$ cat src/hw/sbm_defs.svh
// constants of the bus matrix and apb bridge
// assumes a single 50 MHz core clock and 32-bit masters
`ifndef SBM_DEFS_SVH
`define SBM_DEFS_SVH
`define SBM_NM 4
`define SBM_NS 4
`define SBM_S_FLASH 2'h0
`define SBM_S_SRAM 2'h1
`define SBM_S_APB 2'h2
`define SBM_S_EXT 2'h3
`define SBM_RGN_MSB 31
`define SBM_RGN_LSB 29
`define SBM_RGN_FLASH 3'h0
`define SBM_RGN_SRAM 3'h1
`define SBM_RGN_APB 3'h2
`define SBM_RGN_EXT 3'h3
`define SBM_SZ_BYTE 2'h0
`define SBM_SZ_HALF 2'h1
`define SBM_SZ_WORD 2'h2
`define SBM_CLK_HZ 50000000
`define SBM_APB_MAX_HZ 24000000
`define SBM_APB_DIV ((`SBM_CLK_HZ + `SBM_APB_MAX_HZ - 1) / `SBM_APB_MAX_HZ)
`define SBM_CLK_EN_RST 32'h0000_0003
`define SBM_FLD_NUM 9
`endif

$ cat src/hw/sbm_pkg.sv
// types shared by the bus matrix and the field cells
// assumes sbm_defs.svh for numeric constants
package sbm_pkg;
   typedef enum logic [3:0] {
      SBM_FLD_RW = 4'h0,
      SBM_FLD_RO = 4'h1,
      SBM_FLD_WO = 4'h2,
      SBM_FLD_C1 = 4'h3,
      SBM_FLD_C0 = 4'h4,
      SBM_FLD_CR = 4'h5,
      SBM_FLD_SET = 4'h6,
      SBM_FLD_TRIG = 4'h7,
      SBM_FLD_TOG = 4'h8
   } sbm_field_kind_t;
   typedef enum logic [1:0] {
      SBM_APB_IDLE = 2'h0,
      SBM_APB_SETUP = 2'h1,
      SBM_APB_ACCESS = 2'h2
   } sbm_apb_state_t;
endpackage : sbm_pkg

$ cat src/hw/sbm_matrix.sv
// round-robin bus matrix with apb bridge and register field cells
// assumes masters hold valid and request fields until done, all on core_clk_in
`timescale 1ns/1ns
`include "sbm_defs.svh"

// one register bit with a selectable software access behaviour
module sbm_field import sbm_pkg::*; #(
   parameter sbm_field_kind_t KIND = SBM_FLD_RW,
   parameter logic RST = 1'b0
) (
   input wire logic core_clk_in,
   input wire logic rstn_in,
   input wire logic wr_in,
   input wire logic rd_in,
   input wire logic wbit_in,
   input wire logic hw_set_in,
   output logic rbit_out,
   output logic trig_out
);
   logic val_q;
   logic val_d;
   always_comb begin
      case (KIND)
         SBM_FLD_RW: val_d = wr_in ? wbit_in : val_q;
         SBM_FLD_RO: val_d = hw_set_in;
         SBM_FLD_WO: val_d = wr_in ? wbit_in : val_q;
         SBM_FLD_C1: val_d = hw_set_in | (val_q & ~(wr_in & wbit_in));
         SBM_FLD_C0: val_d = hw_set_in | (val_q & ~(wr_in & ~wbit_in));
         SBM_FLD_CR: val_d = hw_set_in | (val_q & ~rd_in);
         SBM_FLD_SET: val_d = hw_set_in | val_q | (wr_in & wbit_in);
         SBM_FLD_TRIG: val_d = hw_set_in | val_q;
         SBM_FLD_TOG: val_d = val_q ^ (wr_in & wbit_in);
         default: val_d = val_q;
      endcase
   end
   always_ff @(posedge core_clk_in) begin
      if (!rstn_in) begin
         val_q <= RST;
      end else begin
         val_q <= val_d;
      end
   end
   always_comb begin
      rbit_out = (KIND == SBM_FLD_WO) ? RST : val_q;
      trig_out = (KIND == SBM_FLD_TRIG) & wr_in;
   end
endmodule : sbm_field
// Summary of operation
// rw field stores writes, reads back value
// read-only field shows hardware value, ignores writes
// write-only field reads back its reset value
// writing one clears; zero leaves alone
// writing zero clears; one leaves alone
// read returns value then clears it
// writing one sets; zero leaves alone
// any write pulses trigger, value unchanged
// writing one toggles; zero leaves alone
// software keeps reserved bits at reset value
// round-robin arbitration among simultaneous masters
// small build: three masters, three slaves
// large build adds second dma, external memory
// narrow apb writes replicated to 32 bits
// reset gates peripheral clocks except sram, flash
// software enables clock before using peripheral
// apb synchronous, paced at most 24 MHz
// ahb peripherals reachable by cpu and dma
// little endian byte lanes
// top three address bits pick region
// byte, half-word and word transfer sizes
// unassigned regions decoded as reserved
// reserved access ends with error response
// pointer moves past last granted master
module sbm_matrix import sbm_pkg::*; #(
   parameter bit LARGE_CFG = 1'b1
) (
   input wire logic core_clk_in,
   input wire logic rstn_in,
   input wire logic [`SBM_NM-1:0] m_valid_in,
   input wire logic [`SBM_NM-1:0][31:0] m_addr_in,
   input wire logic [`SBM_NM-1:0] m_write_in,
   input wire logic [`SBM_NM-1:0][1:0] m_size_in,
   input wire logic [`SBM_NM-1:0][31:0] m_wdata_in,
   output logic [`SBM_NM-1:0] m_done_out,
   output logic [`SBM_NM-1:0] m_err_out,
   output logic [`SBM_NM-1:0][31:0] m_rdata_out,
   output logic [`SBM_NS-1:0] mem_valid_out,
   output logic [`SBM_NS-1:0][31:0] mem_addr_out,
   output logic [`SBM_NS-1:0] mem_write_out,
   output logic [`SBM_NS-1:0][3:0] mem_strb_out,
   output logic [`SBM_NS-1:0][31:0] mem_wdata_out,
   input wire logic [`SBM_NS-1:0] mem_ready_in,
   input wire logic [`SBM_NS-1:0][31:0] mem_rdata_in,
   output logic apb_psel_out,
   output logic apb_penable_out,
   output logic [31:0] apb_paddr_out,
   output logic apb_pwrite_out,
   output logic [31:0] apb_pwdata_out,
   input wire logic apb_pready_in,
   input wire logic [31:0] apb_prdata_in,
   input wire logic apb_pslverr_in,
   input wire logic fld_wr_in,
   input wire logic fld_rd_in,
   input wire logic [`SBM_FLD_NUM-1:0] fld_wdata_in,
   input wire logic [`SBM_FLD_NUM-1:0] fld_hw_set_in,
   output logic [`SBM_FLD_NUM-1:0] fld_rdata_out,
   output logic [`SBM_FLD_NUM-1:0] fld_trig_out,
   input wire logic clk_en_wr_in,
   input wire logic [31:0] clk_en_wdata_in,
   output logic [31:0] periph_clk_en_out
);
   localparam int NM = `SBM_NM;
   localparam int NS = `SBM_NS;
   localparam logic [1:0] APB_DIV_M1 = 2'(`SBM_APB_DIV - 1);
   logic [NM-1:0][1:0] tgt;
   logic [NM-1:0] rsv;
   logic [NM-1:0] live;
   logic [NS-1:0][NM-1:0] req;
   logic [NS-1:0] grant;
   logic [NS-1:0][1:0] pick;
   logic [NS-1:0] comp;
   logic [NS-1:0][31:0] comp_rdata;
   logic [NM-1:0] active_q;
   logic [NM-1:0] done_q;
   logic [NM-1:0] err_q;
   logic [NM-1:0][31:0] rdata_q;
   logic [NS-1:0] busy_q;
   logic [NS-1:0][1:0] last_q;
   logic [NS-1:0] valid_q;
   logic [NS-1:0][31:0] addr_q;
   logic [NS-1:0] write_q;
   logic [NS-1:0][3:0] strb_q;
   logic [NS-1:0][31:0] wdata_q;
   sbm_apb_state_t apb_state_q;
   logic apb_psel_q;
   logic apb_penable_q;
   logic [1:0] div_q;
   logic tick;
   logic [`SBM_FLD_NUM-1:0] fld_rbit;
   logic [`SBM_FLD_NUM-1:0] fld_trig;
   logic [`SBM_FLD_NUM-1:0] fld_rdata_q;
   logic [`SBM_FLD_NUM-1:0] fld_trig_q;
   logic [31:0] clk_en_q;
   // next master after last, wrapping, last itself lowest
   function automatic logic [1:0] rr_pick(input logic [3:0] r, input logic [1:0] last);
      logic [1:0] idx;
      rr_pick = last;
      for (int k = 4; k >= 1; k--) begin
         idx = last + 2'(k);
         if (r[idx]) begin
            rr_pick = idx;
         end
      end
   endfunction : rr_pick
   // byte lanes from size and low address bits, lane 0 lowest
   function automatic logic [3:0] lane_strb(input logic [1:0] sz, input logic [1:0] a);
      case (sz)
         `SBM_SZ_BYTE: lane_strb = 4'h1 << a;
         `SBM_SZ_HALF: lane_strb = a[1] ? 4'hc : 4'h3;
         default: lane_strb = 4'hf;
      endcase
   endfunction : lane_strb
   // narrow data copied onto every lane of the word
   function automatic logic [31:0] lane_rep(input logic [31:0] d, input logic [1:0] sz,
                                            input logic [1:0] a);
      case (sz)
         `SBM_SZ_BYTE: lane_rep = {4{d[{a, 3'h0} +: 8]}};
         `SBM_SZ_HALF: lane_rep = {2{d[{a[1], 4'h0} +: 16]}};
         default: lane_rep = d;
      endcase
   endfunction : lane_rep
   // address decode, master eligibility
   always_comb begin
      for (int m = 0; m < NM; m++) begin
         rsv[m] = 1'b0;
         case (m_addr_in[m][`SBM_RGN_MSB:`SBM_RGN_LSB])
            `SBM_RGN_FLASH: tgt[m] = `SBM_S_FLASH;
            `SBM_RGN_SRAM: tgt[m] = `SBM_S_SRAM;
            `SBM_RGN_APB: tgt[m] = `SBM_S_APB;
            `SBM_RGN_EXT: begin
               tgt[m] = `SBM_S_EXT;
               rsv[m] = ~LARGE_CFG;
            end
            default: begin
               tgt[m] = `SBM_S_FLASH;
               rsv[m] = 1'b1;
            end
         endcase
         live[m] = m_valid_in[m] & ~active_q[m] & ~done_q[m] & ((m != NM - 1) | LARGE_CFG);
      end
   end
   // per-slave request vectors and winners
   always_comb begin
      for (int s = 0; s < NS; s++) begin
         for (int m = 0; m < NM; m++) begin
            req[s][m] = live[m] & ~rsv[m] & (tgt[m] == 2'(s));
         end
         pick[s] = rr_pick(req[s], last_q[s]);
         grant[s] = ~busy_q[s] & (|req[s]);
      end
   end
   // completion of the transfer in flight at each slave
   always_comb begin
      for (int s = 0; s < NS; s++) begin
         if (s == int'(`SBM_S_APB)) begin
            comp[s] = (apb_state_q == SBM_APB_ACCESS) & tick & apb_pready_in;
            comp_rdata[s] = apb_prdata_in;
         end else begin
            comp[s] = valid_q[s] & mem_ready_in[s];
            comp_rdata[s] = mem_rdata_in[s];
         end
      end
   end
   // slave side request registers and arbitration pointer
   always_ff @(posedge core_clk_in) begin
      if (!rstn_in) begin
         busy_q <= '0;
         last_q <= '0;
         valid_q <= '0;
         addr_q <= '0;
         write_q <= '0;
         strb_q <= '0;
         wdata_q <= '0;
      end else begin
         for (int s = 0; s < NS; s++) begin
            if (grant[s]) begin
               busy_q[s] <= 1'b1;
               last_q[s] <= pick[s];
               valid_q[s] <= (s != int'(`SBM_S_APB));
               addr_q[s] <= m_addr_in[pick[s]];
               write_q[s] <= m_write_in[pick[s]];
               strb_q[s] <= lane_strb(m_size_in[pick[s]], m_addr_in[pick[s]][1:0]);
               wdata_q[s] <= lane_rep(m_wdata_in[pick[s]], m_size_in[pick[s]],
                                      m_addr_in[pick[s]][1:0]);
            end else if (comp[s]) begin
               busy_q[s] <= 1'b0;
               valid_q[s] <= 1'b0;
            end
         end
      end
   end
   // apb pacing enable, never faster than the apb limit
   always_ff @(posedge core_clk_in) begin
      if (!rstn_in) begin
         div_q <= '0;
      end else if (div_q == APB_DIV_M1) begin
         div_q <= '0;
      end else begin
         div_q <= div_q + 2'h1;
      end
   end
   assign tick = (div_q == APB_DIV_M1);
   // apb setup and access phases
   always_ff @(posedge core_clk_in) begin
      if (!rstn_in) begin
         apb_state_q <= SBM_APB_IDLE;
         apb_psel_q <= 1'b0;
         apb_penable_q <= 1'b0;
      end else begin
         case (apb_state_q)
            SBM_APB_IDLE: begin
               if (grant[`SBM_S_APB]) begin
                  apb_state_q <= SBM_APB_SETUP;
                  apb_psel_q <= 1'b1;
               end
            end
            SBM_APB_SETUP: begin
               if (tick) begin
                  apb_state_q <= SBM_APB_ACCESS;
                  apb_penable_q <= 1'b1;
               end
            end
            SBM_APB_ACCESS: begin
               if (comp[`SBM_S_APB]) begin
                  apb_state_q <= SBM_APB_IDLE;
                  apb_psel_q <= 1'b0;
                  apb_penable_q <= 1'b0;
               end
            end
            default: begin
               apb_state_q <= SBM_APB_IDLE;
               apb_psel_q <= 1'b0;
               apb_penable_q <= 1'b0;
            end
         endcase
      end
   end
   // master answers: done pulse, error flag, read word
   always_ff @(posedge core_clk_in) begin
      if (!rstn_in) begin
         done_q <= '0;
         err_q <= '0;
         rdata_q <= '0;
         active_q <= '0;
      end else begin
         for (int m = 0; m < NM; m++) begin
            done_q[m] <= 1'b0;
            err_q[m] <= 1'b0;
            if (live[m] & rsv[m]) begin
               done_q[m] <= 1'b1;
               err_q[m] <= 1'b1;
               rdata_q[m] <= '0;
            end
            for (int s = 0; s < NS; s++) begin
               if (grant[s] & (pick[s] == 2'(m))) begin
                  active_q[m] <= 1'b1;
               end
               if (comp[s] & (last_q[s] == 2'(m))) begin
                  active_q[m] <= 1'b0;
                  done_q[m] <= 1'b1;
                  err_q[m] <= (s == int'(`SBM_S_APB)) & apb_pslverr_in;
                  rdata_q[m] <= comp_rdata[s];
               end
            end
         end
      end
   end
   // one cell of each access kind
   for (genvar i = 0; i < `SBM_FLD_NUM; i++) begin : g_fld
      sbm_field #(
         .KIND(sbm_field_kind_t'(i)),
         .RST(1'b0)
      ) u_fld (
         .core_clk_in(core_clk_in),
         .rstn_in(rstn_in),
         .wr_in(fld_wr_in),
         .rd_in(fld_rd_in),
         .wbit_in(fld_wdata_in[i]),
         .hw_set_in(fld_hw_set_in[i]),
         .rbit_out(fld_rbit[i]),
         .trig_out(fld_trig[i])
      );
   end
   // read capture and trigger pulses
   always_ff @(posedge core_clk_in) begin
      if (!rstn_in) begin
         fld_rdata_q <= '0;
         fld_trig_q <= '0;
      end else begin
         fld_trig_q <= fld_trig;
         if (fld_rd_in) begin
            fld_rdata_q <= fld_rbit;
         end
      end
   end
   // peripheral clock gates
   always_ff @(posedge core_clk_in) begin
      if (!rstn_in) begin
         clk_en_q <= `SBM_CLK_EN_RST;
      end else if (clk_en_wr_in) begin
         clk_en_q <= clk_en_wdata_in;
      end
   end
   assign m_done_out = done_q;
   assign m_err_out = err_q;
   assign m_rdata_out = rdata_q;
   assign mem_valid_out = valid_q;
   assign mem_addr_out = addr_q;
   assign mem_write_out = write_q;
   assign mem_strb_out = strb_q;
   assign mem_wdata_out = wdata_q;
   assign apb_psel_out = apb_psel_q;
   assign apb_penable_out = apb_penable_q;
   assign apb_paddr_out = addr_q[`SBM_S_APB];
   assign apb_pwrite_out = write_q[`SBM_S_APB];
   assign apb_pwdata_out = wdata_q[`SBM_S_APB];
   assign fld_rdata_out = fld_rdata_q;
   assign fld_trig_out = fld_trig_q;
   assign periph_clk_en_out = clk_en_q;
endmodule : sbm_matrix

$ cat config.mk
export PLATFORM = sky130hd
export DESIGN_NAME = sbm_matrix
export DESIGN_NICKNAME = d
export VERILOG_FILES = /design/src/hw/sbm_pkg.sv /design/src/hw/sbm_matrix.sv
export VERILOG_INCLUDE_DIRS = /design/src /design/src/hw
export SDC_FILE = /design/constraint.sdc
export NUM_CORES = 2
export LEC_CHECK = 0
export ABC_AREA = 0
export BUFFER_PORTS_ARGS = -buffer_cell sky130_fd_sc_hd__buf_2
export CORE_AREA = 2 2 395 397
export CTS_BUF_LIST = sky130_fd_sc_hd__clkbuf_8
export CTS_CLUSTER_DIAMETER = 40
export DETAILED_ROUTE_END_ITERATION = 12
export DIE_AREA = 0 0 397 399
export GPL_ROUTABILITY_DRIVEN = 0
export HOLD_SLACK_MARGIN = 0.1
export PLACE_DENSITY = 0.38
export SLEW_MARGIN = 20
export SYNTH_ARGS = -nofsm -noshare
export SYNTH_HDL_FRONTEND = slang
export SYNTH_SLANG_ARGS = --single-unit
$ cat constraint.sdc
create_clock -name core_clk_in -period 8.8 [get_ports core_clk_in]
set_clock_uncertainty 0.2 [all_clocks]
set_input_delay 0.44 -clock core_clk_in [delete_from_list [all_inputs] [get_ports core_clk_in]]
set_output_delay 0.44 -clock core_clk_in [all_outputs]
set_load 0.05 [all_outputs]
==> metrics list <==
- Final critical delay including setup and external delays: between 6 and 7 ns
- Peak supply drop: ~0.14 mV
- Counting along the longest clock path gives a buffer depth of 3.
- Result of the run: completed
- In this run the vertical extent of the chip is 399 µm.
- Of the total synthesized cell area, the portion taken by XOR and XNOR cells is 0.00343.
* Number of max-slew violations in the final report: 0
* First drt pass iteration count: 9
- Wires add up to ~190 mm.
* Compound-gate portion of the synthesized area: 0.220
- Max frequency: 0.166 GHz
- Ranking of synthesized cells by instance count: 483 x sky130_fd_sc_hd__dfxtp_1, 322 x sky130_fd_sc_hd__nand2_1, 268 x sky130_fd_sc_hd__clkbuf_1, 253 x sky130_fd_sc_hd__mux4_2, 189 x sky130_fd_sc_hd__a21oi_1
- Total clock buffers created by CTS: between 100 and 150
- The clock tree synthesis step divided the H-tree into 4 levels.
* Die W: approximately 400 µm
- Dominant cell type by count on the critical path: sky130_fd_sc_hd__dlygate4sd3_1
- The worst setup path is launched from a primary input.
- between 1000 and 1500 I/O pins were placed.
* Clock slew at reported path FFs: roughly 0.050 ns
- Most used standard cell by instance count after synthesis: sky130_fd_sc_hd__dfxtp_1
- Number of antenna violations at the first check in global routing: 34
* Slew HR: 0.293
* Final cycle utilization of the critical path: 0.686
* Clock tree from TritonCTS: yes
* Floorplan Core Area: roughly 150000 µm²
- Gr busiest metal: met2
* Average wire per standard cell: between 20 and 30 µm
* Number of violations reported at the end of detailed-routing iteration 0: between 3000 and 4000
* Number of routed nets with antenna violations: 0
* Met2 capacity usage during global routing: 0.369
* Mean instance size in the synthesized netlist: approximately 9.7 µm²
* Syn-to-layout area delta: 57.0%
- Number of rows created at floorplan: 144
- The largest individual stage delay along the critical path comes from the cell sky130_fd_sc_hd__xnor2_4.
* Met1 usage in global routing: 0.302
- Fraction of final layout cells with drive strength greater than 1: 0.324
* Cell area after technology mapping: roughly 31000 µm²
- Setup TNS: 0 ns
* Cell Pwr Density: 187 nW/µm²
- Summed over all nets, the half-perimeter wirelength after detailed placement is 130 mm.
- Counting flops with a built-in enable in the synthesized netlist gives 0.
* Die area: between 150000 and 200000 µm²
- Of all cell types, the one taking the most synthesized area is sky130_fd_sc_hd__dfxtp_1.
- The hold violation total from the final report is 0.
- Remaining global-route overflow: 0
- Across the run, the number of max-cap violations was 0.
* Largest net degree at the start of global routing: approximately 170
- Post-CTS timing repair inserted 0 buffers for setup.
* Setup-failing EPs final: 0
- Of the total synthesized cell area, the portion taken by full adders, half adders and majority gates is 0.00679.
- The net count of the finished layout is 5379.
- Number of cells produced by synthesis: between 3000 and 4000
- In this run the static leakage power is between 0.02 and 0.025 µW.
- Of the synthesized area, sequential elements account for 0.309.
- Fraction of met3 tracks used by global routing: 0.0580
- Clk sinks: just under 500
- Main combinational cell family by area after synthesis: multiplexers
- Data on the critical path is required at its endpoint by approximately 9.4 ns.
- In this run the worst hold path is classified as flip-flop to flip-flop.
- Type of destination of the critical path: flip-flop
- Post-cts sizing count: 0
- Data arrival at the endpoint of the critical path: between 6 and 7 ns
* Aggregate global-route resource usage: 0.233
* Drc violations: 0
* Flip-flop and latch count after synthesis: between 400 and 500
* Global-route wire length before repair: approximately 270 mm
* Biggest area contributors in the synthesized netlist: sky130_fd_sc_hd__dfxtp_1 31%, sky130_fd_sc_hd__mux4_2 18%, sky130_fd_sc_hd__mux2i_1 5.1%
* Cell area after layout: around 49000 µm²
- Via Count: 36218
- Slowest stage delay, CP: 0.79 ns
* Path type of the worst setup path: primary input to flip-flop
* DR vias/cell: ~5.1
- The tree is rooted in a sky130_fd_sc_hd__clkbuf_8.
* Async set-reset flop share out of synthesis: 0
- Number of hold-repair buffers added at the cts stage: 847
- Portion of synthesized cell area occupied by the leading cell type: 0.309
- After synthesis, the share of cell area in mux cells is 0.261.
- Synthesis instantiated 80 different standard cells from the library.
- The number of global-route vias before repair is roughly 36000.
* Setup repair after global routing missed its margin: false
- For this run, the number of Yosys warnings is 0.
* Transition time at the pin with the least slew margin: between 1 and 1.5 ns
- Of the total synthesized cell area, the portion taken by AND, OR, NAND and NOR gates is 0.137.
* Main synth FF type: sky130_fd_sc_hd__dfxtp_1
- Critical-path cell list: dlygate4sd3_1, buf_2, or2_2, dlygate4sd3_1, or2_4, mux4_2, o221a_4, xnor2_4, buf_4, mux4_2, mux2_1, a22oi_2, a31oi_1, dlygate4sd3_1
* Starting density of the core: 0.204
- The placed instances occupy a cell area of 37600 µm².
- The later pin in the worst-skew pair is clocked with a latency of a little under 0.9 ns.
- I/O Buffers: 975
- Along the worst path, the maximum fanout reaches 23.
==> metal layers <==
layer | wire length, µm | vias to the layer above | share of wire
met2 | 88000 | 1763 | 0.46
met5 | 143 | - | 0.00074
met1 | 82500 | 18257 | 0.43
met4 | 8190 | 24 | 0.042
li1 | - | 15788 | -
met3 | 14500 | 386 | 0.075
==> critical path, delay by kind of cell <==
| family | cells | cell delay (ns) |
|---|---|---|
| buf+inv | 5 | 2.48 |
| mux | 3 | 1.53 |
| xor+xnor | 1 | 0.79 |
| compound gates | 3 | 0.71 |
| simple gates | 2 | 0.61 |
==> per-stage QoR <==
stage / power (µW) / setup slack [ns] / std cells / hold WS [ns] / utilization
6_report: 9200 / 2.76 / 7037 / 0.224 / 0.320
5_1_grt: 9580 / 2.41 / 7029 / 0.183 / 0.320
4_1_cts: 9280 / 2.71 / 7014 / 0.104 / 0.320
3_5_place_dp: 5300 / 3.09 / 5926 / 0.229 / 0.245
3_3_place_gp: 5300 / 3.12 / 5926 / 0.210 / 0.245
2_1_floorplan: 4330 / 4.52 / 3255 / 0.192 / -
==> flip-flops by register name (all words and copies together) (netlist names) <==
name / flops
m_rdata_out: 128
mem_addr_out: 96
mem_wdata_out: 96
apb_paddr_out: 32
apb_pwdata_out: 32
periph_clk_en_out: 32
mem_strb_out: 16
fld_rdata_out: 8
g_fld.u_fld.rbit_out: 8
last_q: 8
active_q: 4
m_done_out: 4
m_err_out: 4
mem_write_out: 4
apb_state_q: 2
busy_q: 2
div_q: 2
mem_valid_out: 2
apb_penable_out: 1
apb_psel_out: 1
fld_trig_out: 1
==> path summary, 6_finish.rpt <==
| kind | end | startpoint | cells after the start | slack [ns] |
|---|---|---|---|---|
| worst max register to register | mem_wdata_out[29] | last_q[0] | 11 | 2.78 |
| worst max-delay path | mem_wdata_out[29] | m_addr_in[126] | 14 | 2.76 |
| worst min-delay path | div_q[0] | div_q[0] | 1 | 0.22 |
| worst min register to register | div_q[0] | div_q[0] | 1 | 0.22 |
==> area by class of cell <==
| class | instances | area (µm²) |
|---|---|---|
| diodes | 21 | 52.6 |
| inverters | 14 | 52.6 |
| repair buffers | 1889 | 13900 |
| flip-flops and latches | 483 | 9670 |
| well taps | 2044 | 2560 |
| multi-input cells | 2345 | 19900 |
| fillers | 16248 | 104000 |
| clock inverters | 77 | 768 |
| clock buffers | 164 | 2260 |
==> cells by family after synthesis <==
kind of cell | count (synthesis)
other | 1
xor gates and xnor gates | 8
DFF | 483
muxes | 478
AOI/OAI and AO/OA | 948
adders and majority gates | 17
and+or+nand+nor | 884
buffers and inverters | 427
==> where the power goes <==
group / leakage (µW) / total (µW) / internal [µW] / switching (µW)
Clock: 0.00164 / 3450 / 2060 / 1400
Sequential: 0.00394 / 2480 / 2360 / 126
Combinational: 0.0146 / 3260 / 1220 / 2040
Total: 0.0202 / 9200 / 5630 / 3570
==> placed cells by master, fill, tap and decap left out, types with 27 or more instances in the layout <==
cell type / netlist / layout
sky130_fd_sc_hd__a21boi_0: 131 / 131
sky130_fd_sc_hd__a21boi_1: 28 / 28
sky130_fd_sc_hd__a21oi_1: 189 / 188
sky130_fd_sc_hd__a221o_1: 31 / 31
sky130_fd_sc_hd__a221oi_1: 130 / 130
sky130_fd_sc_hd__a222oi_1: 64 / 64
sky130_fd_sc_hd__a22oi_1: 48 / 48
sky130_fd_sc_hd__a31oi_1: 40 / 39
sky130_fd_sc_hd__buf_2: 36 / 974
sky130_fd_sc_hd__buf_4: 79 / 61
sky130_fd_sc_hd__clkbuf_8: 0 / 164
sky130_fd_sc_hd__dfxtp_1: 483 / 483
sky130_fd_sc_hd__dlygate4sd3_1: 0 / 847
sky130_fd_sc_hd__inv_1: 12 / 37
sky130_fd_sc_hd__mux2_2: 46 / 46
sky130_fd_sc_hd__mux2i_1: 160 / 159
sky130_fd_sc_hd__mux4_2: 253 / 253
sky130_fd_sc_hd__nand2_1: 322 / 322
sky130_fd_sc_hd__nand3_1: 27 / 27
sky130_fd_sc_hd__nor2_1: 139 / 135
sky130_fd_sc_hd__nor2b_1: 155 / 154
sky130_fd_sc_hd__nor3_1: 112 / 109
sky130_fd_sc_hd__o2111a_1: 30 / 30
sky130_fd_sc_hd__o211ai_1: 58 / 58
sky130_fd_sc_hd__o21ai_0: 139 / 139
sky130_fd_sc_hd__or3_1: 35 / 35
Power figures use the tool's default switching activity.
